<file path="src/common/srfe_pkg.sv">
// Package of constants and bus carriers for the servo reference front end
package srfe_pkg;
  localparam int unsigned ADDR_W = 8;
  localparam logic [ADDR_W-1:0] OFS_MODE = 8'h00;
  localparam logic [ADDR_W-1:0] OFS_RESTART = 8'h04;
  localparam logic [ADDR_W-1:0] OFS_CLAMP_LEVEL = 8'h08;
  localparam logic [ADDR_W-1:0] OFS_MATCH_WINDOW = 8'h0C;
  localparam logic [ADDR_W-1:0] OFS_ASSIGN = 8'h10;
  localparam logic [ADDR_W-1:0] OFS_STATUS = 8'h14;
  localparam logic [ADDR_W-1:0] OFS_POS_CMD = 8'h18;
  localparam logic [ADDR_W-1:0] OFS_CLAMP_POS = 8'h1C;
  // Field positions of the mode register
  localparam int unsigned MODE_SEL_LSB = 0;
  localparam int unsigned MODE_FORM_LSB = 4;
  localparam int unsigned MODE_INV_LSB = 8;
  // Field positions of the assignment register
  localparam int unsigned ASG_IN_A_LSB = 0;
  localparam int unsigned ASG_IN_B_LSB = 4;
  localparam int unsigned ASG_OUT_LSB = 8;
  // Control mode codes
  localparam logic [3:0] CTRL_SPEED = 4'h0;
  localparam logic [3:0] CTRL_POSITION = 4'h1;
  localparam logic [3:0] CTRL_SPEED_CLAMP = 4'hA;
  // Pulse input form codes
  localparam logic [2:0] FORM_STEP_DIR = 3'h0;
  localparam logic [2:0] FORM_FWD_REV = 3'h1;
  localparam logic [2:0] FORM_QUAD_X1 = 3'h2;
  localparam logic [2:0] FORM_QUAD_X2 = 3'h3;
  localparam logic [2:0] FORM_QUAD_X4 = 3'h4;
  // Reset values and limits, speeds in rpm
  localparam logic [3:0] RST_MODE_SEL = 4'h0;
  localparam logic [2:0] RST_FORM = 3'h0;
  localparam logic [1:0] RST_INV = 2'h0;
  localparam logic [15:0] RST_CLAMP_LEVEL = 16'h000A;
  localparam logic [15:0] MAX_CLAMP_LEVEL = 16'h0BB8;
  localparam logic [15:0] RST_MATCH_WINDOW = 16'h000A;
  localparam logic [15:0] MAX_MATCH_WINDOW = 16'h0064;
  localparam logic [3:0] ASG_NONE = 4'hF;
  localparam logic [3:0] RST_OUT_ASSIGN = 4'h0;
  localparam logic [1:0] RESP_OKAY = 2'h0;
  localparam logic [1:0] RESP_SLVERR = 2'h2;

  // AXI4-Lite master to slave signals
  typedef struct packed {
    logic awvalid;
    logic [ADDR_W-1:0] awaddr;
    logic wvalid;
    logic [31:0] wdata;
    logic [3:0] wstrb;
    logic bready;
    logic arvalid;
    logic [ADDR_W-1:0] araddr;
    logic rready;
  } srfe_axil_req_type;

  // AXI4-Lite slave to master signals
  typedef struct packed {
    logic awready;
    logic wready;
    logic bvalid;
    logic [1:0] bresp;
    logic arready;
    logic rvalid;
    logic [31:0] rdata;
    logic [1:0] rresp;
  } srfe_axil_rsp_type;
endpackage : srfe_pkg

</file>
<file path="src/design/srfe_top.sv">
// Servo reference front end: zero clamp, speed match and pulse-train decoder
//
// Overview of operation
// - Clamp request low, reference below level: hold position, ignore reference.
// - Clamp level 0 to 3000 rpm, reset 10, acts at once.
// - While clamped, show error to captured position so the loop returns there.
// - Mode A clamps only with proportional input low and reference below level.
// - Clamp request unmapped after reset until an input assignment maps it.
// - Speed match low when speed error below window, else high.
// - Match window 0 to 100 rpm, reset 10, acts at once.
// - Speed match only in speed control; position control shows positioning complete.
// - Output assignment routes speed match to any output terminal.
// - Mode 1 at restart: position control from pulse-train inputs.
// - Form 0 step/direction, 1 forward/reverse, 2..4 quadrature x1, x2, x4.
// - Multiplication only in quadrature; other forms count one per pulse.
// - Inversion 0 none, 1 direction, 2 step, 3 both; acts after restart.
//
// The AXI4-Lite interface to the registers and the placing of the registers were chosen for this implementation.
`timescale 1ns/10ps
`default_nettype none
module srfe_top #(
  parameter int unsigned IN_TERMS = 8,   // Number of input terminals
  parameter int unsigned OUT_TERMS = 4,  // Number of output terminals
  parameter int unsigned PCON_TERM = 2   // Fixed terminal of the proportional input
) (
  input wire logic clk_i,                              // 10 MHz clock
  input wire logic resetn_i,                           // Async reset, active low
  input wire srfe_pkg::srfe_axil_req_type axil_req_i,  // Register bus request
  output srfe_pkg::srfe_axil_rsp_type axil_rsp_o,      // Register bus response
  input wire logic ref_pin_a_i,                        // Step, forward pulse or phase A pin
  input wire logic ref_pin_b_i,                        // Direction, reverse pulse or phase B pin
  input wire logic [IN_TERMS-1:0] term_in_i,           // Input terminals, active low
  output logic [OUT_TERMS-1:0] term_out_o,             // Output terminals, active low
  input wire logic signed [15:0] speed_ref_i,          // Converted speed reference, rpm
  input wire logic signed [15:0] motor_speed_i,        // Actual motor speed, rpm
  input wire logic signed [31:0] feedback_pos_i,       // Encoder position, pulses
  input wire logic position_done_i,                    // Positioning complete
  output logic signed [15:0] speed_cmd_o,              // Speed command, zero while clamped
  output logic clamp_active_o,                         // Zero clamp engaged
  output logic signed [31:0] clamp_error_o,            // Clamp position minus feedback
  output logic clamp_in_band_o,                        // Within one pulse of clamp position
  output logic position_mode_o,                        // Position control active
  output logic signed [31:0] pos_cmd_o                 // Pulse-train position command
);
  import srfe_pkg::*;

  localparam int unsigned NP = IN_TERMS + 2;

  typedef enum logic {CLAMP_FREE, CLAMP_HOLD} srfe_clamp_type;

  // Settings written by software, and those in force since the last restart
  logic [3:0] mode_sel_r, asg_in_a_r, asg_in_b_r, asg_out_r, mode_eff_r;
  logic [2:0] form_r, form_eff_r;
  logic [1:0] inv_r, inv_eff_r;
  logic [15:0] clamp_level_r, match_window_r;
  logic restart_r;
  // Bus state
  logic aw_got_r, w_got_r, bvalid_r, rvalid_r, wr_fire;
  logic [ADDR_W-1:0] awaddr_r;
  logic [31:0] wdata_r, rdata_r;
  logic [3:0] wstrb_r;
  logic [1:0] bresp_r, rresp_r;
  // Pin conditioning
  logic [NP-1:0] pin_raw, sync1_r, sync2_r, sync3_r, pin_filt_r;
  // Decoder
  logic ch_a, ch_b, ch_a_prev_r, ch_b_prev_r;
  logic signed [1:0] pos_delta;
  logic signed [31:0] pos_cmd_r;
  // Clamp and match
  srfe_clamp_type clamp_state_r;
  logic signed [31:0] clamp_pos_r, clamp_err;
  logic [16:0] ref_abs;
  logic [17:0] spd_diff_abs;
  logic signed [17:0] spd_diff;
  logic clamp_req, pcon_on, clamp_cond, speed_match_r, positioning_complete_output_r;

  // Byte-lane merge of write data
  function automatic logic [31:0] merge(input logic [31:0] old_v, input logic [31:0] new_v,
                                        input logic [3:0] strb);
    logic [31:0] res;
    res = old_v;
    for (int i = 0; i < 4; i++) begin
      if (strb[i]) begin
        res[i*8 +: 8] = new_v[i*8 +: 8];
      end
    end
    return res;
  endfunction : merge

  // Mapped offsets; others answer SLVERR
  function automatic logic mapped(input logic [ADDR_W-1:0] a);
    return a inside {OFS_MODE, OFS_RESTART, OFS_CLAMP_LEVEL, OFS_MATCH_WINDOW, OFS_ASSIGN, OFS_STATUS,
                     OFS_POS_CMD, OFS_CLAMP_POS};
  endfunction : mapped

  // Address and data may arrive in either order; each is held until both are in
  always_ff @(posedge clk_i or negedge resetn_i) begin
    if (!resetn_i) begin
      aw_got_r <= 1'b0;
      w_got_r <= 1'b0;
      awaddr_r <= '0;
      wdata_r <= '0;
      wstrb_r <= '0;
    end else begin
      if (axil_req_i.awvalid && axil_rsp_o.awready) begin
        aw_got_r <= 1'b1;
        awaddr_r <= axil_req_i.awaddr;
      end
      if (axil_req_i.wvalid && axil_rsp_o.wready) begin
        w_got_r <= 1'b1;
        wdata_r <= axil_req_i.wdata;
        wstrb_r <= axil_req_i.wstrb;
      end
      if (wr_fire) begin
        aw_got_r <= 1'b0;
        w_got_r <= 1'b0;
      end
    end
  end

  assign wr_fire = aw_got_r && w_got_r && !bvalid_r;

  // Write response, one cycle after both halves are held
  always_ff @(posedge clk_i or negedge resetn_i) begin
    if (!resetn_i) begin
      bvalid_r <= 1'b0;
      bresp_r <= RESP_OKAY;
    end else if (wr_fire) begin
      bvalid_r <= 1'b1;
      bresp_r <= mapped(awaddr_r) ? RESP_OKAY : RESP_SLVERR;
    end else if (axil_req_i.bready) begin
      bvalid_r <= 1'b0;
    end
  end

  // Software settings; out-of-range speeds keep the old value
  always_ff @(posedge clk_i or negedge resetn_i) begin
    logic [31:0] v;
    if (!resetn_i) begin
      mode_sel_r <= RST_MODE_SEL;
      form_r <= RST_FORM;
      inv_r <= RST_INV;
      clamp_level_r <= RST_CLAMP_LEVEL;
      match_window_r <= RST_MATCH_WINDOW;
      asg_in_a_r <= ASG_NONE;
      asg_in_b_r <= ASG_NONE;
      asg_out_r <= RST_OUT_ASSIGN;
    end else if (wr_fire) begin
      case (awaddr_r)
        OFS_MODE: begin
          v = merge({22'h0, inv_r, 1'b0, form_r, mode_sel_r}, wdata_r, wstrb_r);
          mode_sel_r <= v[MODE_SEL_LSB +: 4];
          form_r <= v[MODE_FORM_LSB +: 3];
          inv_r <= v[MODE_INV_LSB +: 2];
        end
        OFS_CLAMP_LEVEL: begin
          v = merge({16'h0, clamp_level_r}, wdata_r, wstrb_r);
          if (v[31:16] == 16'h0000 && v[15:0] <= MAX_CLAMP_LEVEL) begin
            clamp_level_r <= v[15:0];
          end
        end
        OFS_MATCH_WINDOW: begin
          v = merge({16'h0, match_window_r}, wdata_r, wstrb_r);
          if (v[31:16] == 16'h0000 && v[15:0] <= MAX_MATCH_WINDOW) begin
            match_window_r <= v[15:0];
          end
        end
        OFS_ASSIGN: begin
          v = merge({20'h0, asg_out_r, asg_in_b_r, asg_in_a_r}, wdata_r, wstrb_r);
          asg_in_a_r <= v[ASG_IN_A_LSB +: 4];
          asg_in_b_r <= v[ASG_IN_B_LSB +: 4];
          asg_out_r <= v[ASG_OUT_LSB +: 4];
        end
        default: begin
          v = '0;
        end
      endcase
    end
  end

  // Restart: mode, form and polarity only change here, never mid-motion
  always_ff @(posedge clk_i or negedge resetn_i) begin
    if (!resetn_i) begin
      restart_r <= 1'b0;
      mode_eff_r <= RST_MODE_SEL;
      form_eff_r <= RST_FORM;
      inv_eff_r <= RST_INV;
    end else begin
      restart_r <= wr_fire && awaddr_r == OFS_RESTART && wstrb_r[0] && wdata_r[0];
      if (wr_fire && awaddr_r == OFS_RESTART && wstrb_r[0] && wdata_r[0]) begin
        mode_eff_r <= mode_sel_r;
        form_eff_r <= form_r;
        inv_eff_r <= inv_r;
      end
    end
  end

  // Read channel, data registered one cycle after the address is taken
  always_ff @(posedge clk_i or negedge resetn_i) begin
    if (!resetn_i) begin
      rvalid_r <= 1'b0;
      rdata_r <= '0;
      rresp_r <= RESP_OKAY;
    end else if (axil_req_i.arvalid && !rvalid_r) begin
      rvalid_r <= 1'b1;
      rresp_r <= mapped(axil_req_i.araddr) ? RESP_OKAY : RESP_SLVERR;
      case (axil_req_i.araddr)
        OFS_MODE: rdata_r <= {22'h0, inv_r, 1'b0, form_r, mode_sel_r};
        OFS_CLAMP_LEVEL: rdata_r <= {16'h0, clamp_level_r};
        OFS_MATCH_WINDOW: rdata_r <= {16'h0, match_window_r};
        OFS_ASSIGN: rdata_r <= {20'h0, asg_out_r, asg_in_b_r, asg_in_a_r};
        OFS_STATUS: rdata_r <= {16'h0, mode_eff_r, 2'h0, inv_eff_r, 1'b0, form_eff_r,
                                1'b0, position_mode_o, speed_match_r, clamp_active_o};
        OFS_POS_CMD: rdata_r <= pos_cmd_r;
        OFS_CLAMP_POS: rdata_r <= clamp_pos_r;
        default: rdata_r <= '0;
      endcase
    end else if (axil_req_i.rready) begin
      rvalid_r <= 1'b0;
    end
  end

  // Bus answers
  always_comb begin
    axil_rsp_o.awready = !aw_got_r && !bvalid_r;
    axil_rsp_o.wready = !w_got_r && !bvalid_r;
    axil_rsp_o.bvalid = bvalid_r;
    axil_rsp_o.bresp = bresp_r;
    axil_rsp_o.arready = !rvalid_r;
    axil_rsp_o.rvalid = rvalid_r;
    axil_rsp_o.rdata = rdata_r;
    axil_rsp_o.rresp = rresp_r;
  end

  // Three-stage pin sync; a level counts once stages two and three agree
  assign pin_raw = {term_in_i, ref_pin_b_i, ref_pin_a_i};
  for (genvar p = 0; p < NP; p++) begin : g_pin
    always_ff @(posedge clk_i or negedge resetn_i) begin
      if (!resetn_i) begin
        sync1_r[p] <= 1'b1;
        sync2_r[p] <= 1'b1;
        sync3_r[p] <= 1'b1;
        pin_filt_r[p] <= 1'b1;
      end else begin
        sync1_r[p] <= pin_raw[p];
        sync2_r[p] <= sync1_r[p];
        sync3_r[p] <= sync2_r[p];
        if (sync2_r[p] == sync3_r[p]) begin
          pin_filt_r[p] <= sync3_r[p];
        end
      end
    end
  end

  // Polarity: bit 1 inverts the step channel, bit 0 the direction channel
  assign ch_a = pin_filt_r[0] ^ inv_eff_r[1];
  assign ch_b = pin_filt_r[1] ^ inv_eff_r[0];

  // Count per form; B leading A is forward, direction high is forward
  always_comb begin
    pos_delta = 2'sd0;
    case (form_eff_r)
      FORM_STEP_DIR: begin
        if (ch_a && !ch_a_prev_r) begin
          pos_delta = ch_b ? 2'sd1 : -2'sd1;
        end
      end
      FORM_FWD_REV: begin
        if (ch_a && !ch_a_prev_r && !(ch_b && !ch_b_prev_r)) begin
          pos_delta = 2'sd1;
        end else if (ch_b && !ch_b_prev_r && !(ch_a && !ch_a_prev_r)) begin
          pos_delta = -2'sd1;
        end
      end
      FORM_QUAD_X1: begin
        if (ch_a && !ch_a_prev_r) begin
          pos_delta = ch_b ? 2'sd1 : -2'sd1;
        end
      end
      FORM_QUAD_X2, FORM_QUAD_X4: begin
        if (ch_a != ch_a_prev_r) begin
          pos_delta = (ch_a == ch_b) ? 2'sd1 : -2'sd1;
        end else if (form_eff_r == FORM_QUAD_X4 && ch_b != ch_b_prev_r) begin
          pos_delta = (ch_b != ch_a) ? 2'sd1 : -2'sd1;
        end
      end
      default: begin
        pos_delta = 2'sd0;
      end
    endcase
  end

  // Position command; first cycle of new settings skipped so new polarity makes no edge
  always_ff @(posedge clk_i or negedge resetn_i) begin
    if (!resetn_i) begin
      ch_a_prev_r <= 1'b1;
      ch_b_prev_r <= 1'b1;
      pos_cmd_r <= '0;
    end else begin
      ch_a_prev_r <= ch_a;
      ch_b_prev_r <= ch_b;
      if (position_mode_o && !restart_r) begin
        pos_cmd_r <= pos_cmd_r + 32'(signed'(pos_delta));
      end
    end
  end

  assign position_mode_o = mode_eff_r == CTRL_POSITION;
  assign pos_cmd_o = pos_cmd_r;

  // Clamp request via either input assignment; unmapped index never asserts
  always_comb begin
    clamp_req = 1'b0;
    for (int t = 0; t < IN_TERMS; t++) begin
      if ((asg_in_a_r == 4'(t) || asg_in_b_r == 4'(t)) && !pin_filt_r[t+2]) begin
        clamp_req = 1'b1;
      end
    end
  end

  assign pcon_on = !pin_filt_r[PCON_TERM+2];
  assign ref_abs = speed_ref_i[15] ? 17'(-$signed({speed_ref_i[15], speed_ref_i})) : {1'b0, speed_ref_i};

  // Engage condition, level compared live so a new level acts at once
  always_comb begin
    case (mode_eff_r)
      CTRL_SPEED: clamp_cond = clamp_req && ref_abs < {1'b0, clamp_level_r};
      CTRL_SPEED_CLAMP: clamp_cond = pcon_on && ref_abs < {1'b0, clamp_level_r};
      default: clamp_cond = 1'b0;
    endcase
  end

  // Capture position on entry, hold while the condition stays true
  always_ff @(posedge clk_i or negedge resetn_i) begin
    if (!resetn_i) begin
      clamp_state_r <= CLAMP_FREE;
      clamp_pos_r <= '0;
    end else begin
      case (clamp_state_r)
        CLAMP_FREE: begin
          if (clamp_cond) begin
            clamp_state_r <= CLAMP_HOLD;
            clamp_pos_r <= feedback_pos_i;
          end
        end
        CLAMP_HOLD: begin
          if (!clamp_cond) begin
            clamp_state_r <= CLAMP_FREE;
          end
        end
        default: begin
          clamp_state_r <= CLAMP_FREE;
        end
      endcase
    end
  end

  // While held the loop sees the error, so any push is driven back
  assign clamp_active_o = clamp_state_r == CLAMP_HOLD;
  assign clamp_err = clamp_pos_r - feedback_pos_i;
  assign clamp_error_o = clamp_active_o ? clamp_err : '0;
  assign clamp_in_band_o = clamp_active_o && clamp_err >= -32'sd1 && clamp_err <= 32'sd1;
  assign speed_cmd_o = clamp_active_o ? 16'sh0000 : speed_ref_i;

  // Speed match, registered; window compared live so a new value acts at once
  assign spd_diff = 18'(motor_speed_i) - 18'(speed_ref_i);
  assign spd_diff_abs = spd_diff[17] ? 18'(-spd_diff) : 18'(spd_diff);
  always_ff @(posedge clk_i or negedge resetn_i) begin
    if (!resetn_i) begin
      speed_match_r <= 1'b0;
      positioning_complete_output_r <= 1'b0;
    end else begin
      speed_match_r <= !position_mode_o && spd_diff_abs < {2'b00, match_window_r};
      positioning_complete_output_r <= position_mode_o && position_done_i;
    end
  end

  // Output terminals, active low; the routed one carries match or positioning complete
  for (genvar o = 0; o < OUT_TERMS; o++) begin : g_out
    assign term_out_o[o] = !(asg_out_r == 4'(o) && (position_mode_o ? positioning_complete_output_r : speed_match_r));
  end
endmodule : srfe_top
`default_nettype wire

</file>
<file path="config.mk">
export PLATFORM = sky130hd
export DESIGN_NAME = srfe_top
export DESIGN_NICKNAME = d
export VERILOG_FILES = /design/src/common/srfe_pkg.sv /design/src/design/srfe_top.sv
export SDC_FILE = /design/constraint.sdc
export NUM_CORES = 1
export LEC_CHECK = 0
export ABC_CLOCK_PERIOD_IN_PS = 5700
export BUFFER_PORTS_ARGS = -buffer_cell sky130_fd_sc_hd__buf_2
export CORE_ASPECT_RATIO = 0.6
export CORE_UTILIZATION = 52
export CTS_BUF_LIST = sky130_fd_sc_hd__clkbuf_8 sky130_fd_sc_hd__clkbuf_16
export DETAILED_ROUTE_END_ITERATION = 10
export PLACE_DENSITY_LB_ADDON = 0.08
export SLEW_MARGIN = 5
export SYNTH_ARGS = -nofsm -noshare
export SYNTH_HDL_FRONTEND = slang
export SYNTH_SLANG_ARGS = --single-unit
</file>
<file path="constraint.sdc">
create_clock -name clk_i -period 5.7 [get_ports clk_i]
set_input_delay 0.855 -clock clk_i [delete_from_list [all_inputs] [get_ports clk_i]]
set_output_delay 0.855 -clock clk_i [all_outputs]
set_load 0.005 [all_outputs]
</file>
==> results.toml, run 1 <==
[die]
core_sq_um = 30200
die_w_microns = 230
io_pins = 262
start_util = 0.535
die_area_sq_um = 31800
die_y_microns = 139
rows = 49

[drt]
routed_wl_microns = 49400
via_per_inst = 5.99
drt_iter0_markers = 1544
dr.pass1.iters = 7
num_vias = 14200
drc = 0
wl_per_cell_microns = 20.9
ant_nets = 0

[clock_tree]
tritoncts = "yes"
clk-insertion-delay-late_ps = 540
htreeDepth = 1
cts_buffers = 26
clk_pin_slew_worst_paths_ps = 70
cts_resized = 0
cts_sinks = 254
cts_hold_buf = 0
cts_buffer_depth = 3
cts_setup_buffers = 0
cts-root-buf = "clkbuf_16"

[finish]
design_area_sq_um = 18800
layout_commonest_cell = "buf_2"
finalNetCount = 2185
area_growth_pct = 16.2
final_layout_size_suffix_gt1_frac = 0.258
layout_common_cells = "258 x buf_2, 200 x dfrtp_1, 134 x nand2_1"
num-fill-cells = 2608

[yosys]
synth_edf_count = 0
ys_async_sr_fraction = 1.00
syn-mean-instance-area_sq_um = 9.57
ys_ff_latch = 254
ys_warn_count = 0
synthCells = 1689
synth_cell_type_count = 87
ys_seq_area_frac = 0.397
syn_area_sq_um = 16200
synthFlopType = "dfrtp_1"

[setup_path]
reg2reg_from = "inv_eff_r[0]"
r2r_slack_ps = 450
worstSetupPathType = "reg2out"
cp-start-kind = "flip-flop"
cpPeakStageDelay_ps = 550
worstPathCellList = "inv_1 > ha_1 > inv_1 > fa_1 > a211oi_1 > o21ai_1 > a31o_2 > a31oi_2 > o21ai_2 > xor2_1 > or4_1 > nor4_2 > nand4_1 > or4_1 > mux2i_1 > buf_2"
crit_required_ps = 4850
cp-end-kind = "output port"
regToRegEndpoint = "pos_cmd_o[30]"
reg2reg_depth = 19
critPathArrivalTime_ps = 4530
cp_max_fo = 4
slowest_stage = "or4_1"

[timing]
finalCritPeriodShare = 0.946
whs_ps = 246
tightest_slew_ps = 1260
fmax_ghz = 0.186
fin_tns_setup_ps = 0
setup_ws_ps = 310
clock_skew_ps = 14.8
grt_setup_unrepaired = "false"
slew_headroom = 0.154
hold_viol = 0
finalSetupViolCount = 0
maxSlewViolCount = 0
min_period_ps = 5390

[place]
io_buffers = 259
gp_congestion = 0.981
placed_area_sq_um = 17900
dp_hpwl_microns = 38500
pre_cts_slack_ps = 196

[grt]
grtUsageTotal = 0.306
grt_max_degree = 127
grt_first_pass_wirelength_microns = 76200
antenna_found_initial = 2
grt_pass1_vias = 13000
gr-total-overflow = 0

[power]
ir_worst_vdd_mv = 0.302
power.leakage_nw = 9.08
powerDensity_nw_per_um2 = 369
power.total_mw = 6.94

[min_path]
hold_path.class = "in2async"

[run]
maxCapViolations = 0

[outcome]
status = "complete, no violations"
==> synth_stat cells (44+ instances only) <==
cell type  instances  area, sq um
a21o_1            44          330
a21oi_1           71          355
a22oi_1           45          338
clkbuf_1          50          188
dfrtp_1          200         5000
dfstp_2           54         1420
ha_1             113         1410
inv_1            116          435
mux2_2           109         1230
nand2_1          134          503
nor2_1           125          469
o21ai_0           84          420
xnor2_1           47          412
==> worst max path at each step <==
stage / start / slack (ps) / depth (start not counted) / endpoint
6_report: clamp_pos_r[0] / 310 / 16 / clamp_in_band_o
5_1_grt: clamp_pos_r[0] / 80 / 16 / clamp_in_band_o
4_1_cts: clamp_pos_r[0] / 360 / 16 / clamp_in_band_o
3_5_place_dp: speed_ref_i[0] / 200 / 25 / speed_match_r
3_3_place_gp: speed_ref_i[2] / 330 / 25 / speed_match_r
2_1_floorplan: pin_filt_r[0] / 290 / 17 / pos_cmd_o[31]
==> per-layer routing <==
layer,track usage,part of all wire,vias to the layer above
li1,-,-,6613
met1,0.505,0.50,6863
met2,0.384,0.38,625
met3,0.0927,0.11,54
met4,0.0502,0.014,0
met5,0,0,-
==> registers in the layout, indices dropped and copies added (netlist names), 2 cells and up <==
signal,count
match_window_r,16
form_eff_r,3
asg_in_b_r,4
clamp_pos_r,32
clamp_level_r,16
inv_r,2
wstrb_r,4
sync3_r,10
form_r,3
mode_sel_r,4
asg_out_r,4
wdata_r,32
mode_eff_r,4
sync2_r,10
rdata_r,32
pos_cmd_o,32
pin_filt_r,10
sync1_r,10
asg_in_a_r,4
awaddr_r,8
inv_eff_r,2
==> power breakdown <==
| part | switching [mW] | internal, mW |
|---|---|---|
| sequential | 0.452 | 2.15 |
| clock | 0.739 | 0.995 |
| combinational | 1.48 | 1.12 |
| total | 2.67 | 4.27 |
==> cell families (layout without fill, tap and decap cells) <==
group,count (synthesis),count (layout),share of synthesized area
AO/OA/AOI/OAI,426,426,0.177
XOR/XNOR,91,91,0.0519
adder cells (fa/ha/maj),126,126,0.0974
buffers and inverters,178,443,0.0435
flip-flops,254,254,0.397
multiplexers,118,118,0.0820
other,1,4,0.000232
AND/OR/NAND/NOR,495,495,0.150
==> worst max-delay path, delay by kind of cell, from the launching register on <==
family                     cells  cell delay [ps]
muxes                          1              150
and+or+nand+nor                4             1330
xor gates and xnor gates       1              180
DFF                            1              420
buffers and inverters          3              290
adders and majority gates      2              600
AOI/OAI and AO/OA              5             1020
==> through the flow <==
| stage | std cells | util |
|---|---|---|
| floorplan | 1690 | - |
| global placement | 2315 | 0.593 |
| detailed placement | 2315 | 0.593 |
| CTS | 2363 | 0.621 |
| global route | 2365 | 0.621 |
| finish | 2365 | 0.621 |
==> layout make-up <==
class | instances | area (sq um) | area share
multi-input combinational | 1258 | 9070 | 0.483
sequential | 254 | 6420 | 0.342
antenna | 2 | 5.00 | 0.000266
tap | 408 | 510 | 0.0272
timing repair buffer | 278 | 1470 | 0.0785
clock inverter | 15 | 95.1 | 0.00506
inverter | 117 | 439 | 0.0234
clock buffer | 33 | 769 | 0.0410
No activity file was read; power rests on OpenSTA's default activity.
==> inputs of run 2 (changes only) <==
--- a/config.mk
+++ b/config.mk
@@ -11,7 +11,7 @@
 export CORE_UTILIZATION = 52
 export CTS_BUF_LIST = sky130_fd_sc_hd__clkbuf_8 sky130_fd_sc_hd__clkbuf_16
 export DETAILED_ROUTE_END_ITERATION = 10
-export PLACE_DENSITY_LB_ADDON = 0.08
+export PLACE_DENSITY = 0.75
 export SLEW_MARGIN = 5
 export SYNTH_ARGS = -nofsm -noshare
 export SYNTH_HDL_FRONTEND = slang
==> run 2 against run 1 <==
Clock-buffer cell count unchanged. Maximum frequency down 0.71%. Critical path depth unchanged. Setup slack worse by 39 ps. Routed wire length up 2.5%. Worst hold slack better by 110 ps.
==> results.toml, run 2 (synthesized netlist as in run 1, its figures left out) <==
[power]
switchingPower_mw = 2.77
clkPwrFrac = 0.253
p_int_mw = 4.31
comb_power_share = 0.378
p_sw_frac = 0.391
power.leakage_nw = 9.06
p_seq_frac = 0.369
powerDensity_nw_per_um2 = 377
ir_worst_vdd_mv = 0.327

[clock_tree]
cts_sinks = 254
cts_hold_buf = 0
cts_setup_buffers = 0
tritoncts = "yes"
cts_resized = 0
htreeDepth = 1
clk_pin_slew_worst_paths_ps = 60
cts_buffers = 26
cts-root-buf = "clkbuf_16"
cts_buffer_depth = 3
clk-insertion-delay-late_ps = 550

[finish]
num-fill-cells = 2532
multi_input_area_sq_um = 9070
fin_cells = 2361
n_antenna_cell = 0
regArea_sq_um = 6420
finalNetCount = 2183
final_layout_size_suffix_gt1_frac = 0.260
layout_commonest_cell = "buf_2"
layout_common_cells = "258 x buf_2, 200 x dfrtp_1, 134 x nand2_1"
area_growth_pct = 16.3

[die]
rows = 49
start_util = 0.535
core_sq_um = 30200
die_area_sq_um = 31800
die_w_microns = 230
io_pins = 262
die_y_microns = 139

[min_path]
hp-start = "sync1_r[0]"
hold_path.class = "reg2reg"
worstHoldEndpoint = "sync2_r[0]"
min_path_cells = 0

[timing]
grt_setup_unrepaired = "false"
maxSlewViolCount = 0
finalSetupViolCount = 0
tightest_slew_ps = 1270
fmax_ghz = 0.184
fin_tns_setup_ps = 0
finalCritPeriodShare = 0.952
clock_skew_ps = 10.7
slew_headroom = 0.149
min_period_ps = 5430
hold_viol = 0

[setup_path]
cp_max_fo = 4
r2r_slack_ps = 490
cp-end-kind = "output port"
reg2reg_from = "pin_filt_r[0]"
reg2reg_depth = 19
regToRegEndpoint = "pos_cmd_o[31]"
critPathArrivalTime_ps = 4570
crit_required_ps = 4850
worstSetupPathType = "reg2out"
cp-start-kind = "flip-flop"

[drt]
drt_iter0_markers = 1684
wl_per_cell_microns = 21.5
via_per_inst = 6.09
num_vias = 14400
dr.pass1.iters = 8
drc = 0
routed_wl_microns = 50700
ant_nets = 0

[run]
maxCapViolations = 0

[outcome]
status = "complete, no violations"

[grt]
antenna_found_initial = 1
grt_max_degree = 130
grt_pass1_vias = 13400
grt_first_pass_wirelength_microns = 77500
grtUsageTotal = 0.313
gr-total-overflow = 0

[place]
dpl.cell_count = 2313
dp_hpwl_microns = 39700
io_buffers = 259
gp_congestion = 1.01
==> run 2: stage by stage <==
stage	setup slack, ps	instance area [sq um]	util	hold WS (ps)	total power [mW]
floorplan	295	16200	-	345	4.28
global placement	392	17900	0.592	346	5.15
detailed placement	229	17900	0.592	347	5.20
CTS	310	18800	0.622	356	7.00
global route	67.3	18800	0.622	358	7.44
finish	272	18800	0.622	354	7.08
==> run 2: final cells by class <==
class                      instances  share of cell area
clock buffer                      33              0.0403
clock inverter                    15             0.00752
inverter                         117              0.0234
multi-input combinational       1258               0.482
sequential                       254               0.342
tap                              408              0.0272
timing repair buffer             276              0.0776
==> run 2: routing by layer <==
metal / vias up / routed length, microns / track usage
met2: 747 / 20000 / 0.414
met1: 6950 / 23100 / 0.484
met3: 68 / 6840 / 0.117
met5: - / 8 / 0
met4: 2 / 707 / 0.0509
li1: 6610 / - / -
==> run 2: power groups by stage <==
stage | clock network [mW] | logic (mW) | registers, mW
3_3_place_gp | 0 | 2.56 | 2.59
4_1_cts | 1.81 | 2.61 | 2.58
5_1_grt | 1.88 | 2.91 | 2.64
6_report | 1.79 | 2.68 | 2.61
3_5_place_dp | 0 | 2.59 | 2.61
2_1_floorplan | 0 | 1.90 | 2.37
==> run 2: worst max-delay path, stage by stage, from the launching register on <==
cell,delay (ps)
dfrtp_1,390
inv_1,80
ha_1,210
inv_1,70
fa_1,420
a211oi_1,330
o21ai_1,150
a31o_2,260
a31oi_2,210
o21ai_2,90
xor2_1,170
or4_1,540
nor4_2,150
nand4_1,110
or4_1,530
mux2i_1,170
buf_2,140
==> run 2: worst max-delay path by stage <==
stage               cells past startpoint         endpoint              start  slack [ps]
floorplan                              17    pos_cmd_o[31]      pin_filt_r[0]         290
global placement                       16  clamp_in_band_o  feedback_pos_i[0]         390
detailed placement                     25    speed_match_r     speed_ref_i[2]         230
CTS                                    16  clamp_in_band_o     clamp_pos_r[0]         310
global route                           16  clamp_in_band_o     clamp_pos_r[0]          70
finish                                 16  clamp_in_band_o     clamp_pos_r[0]         270
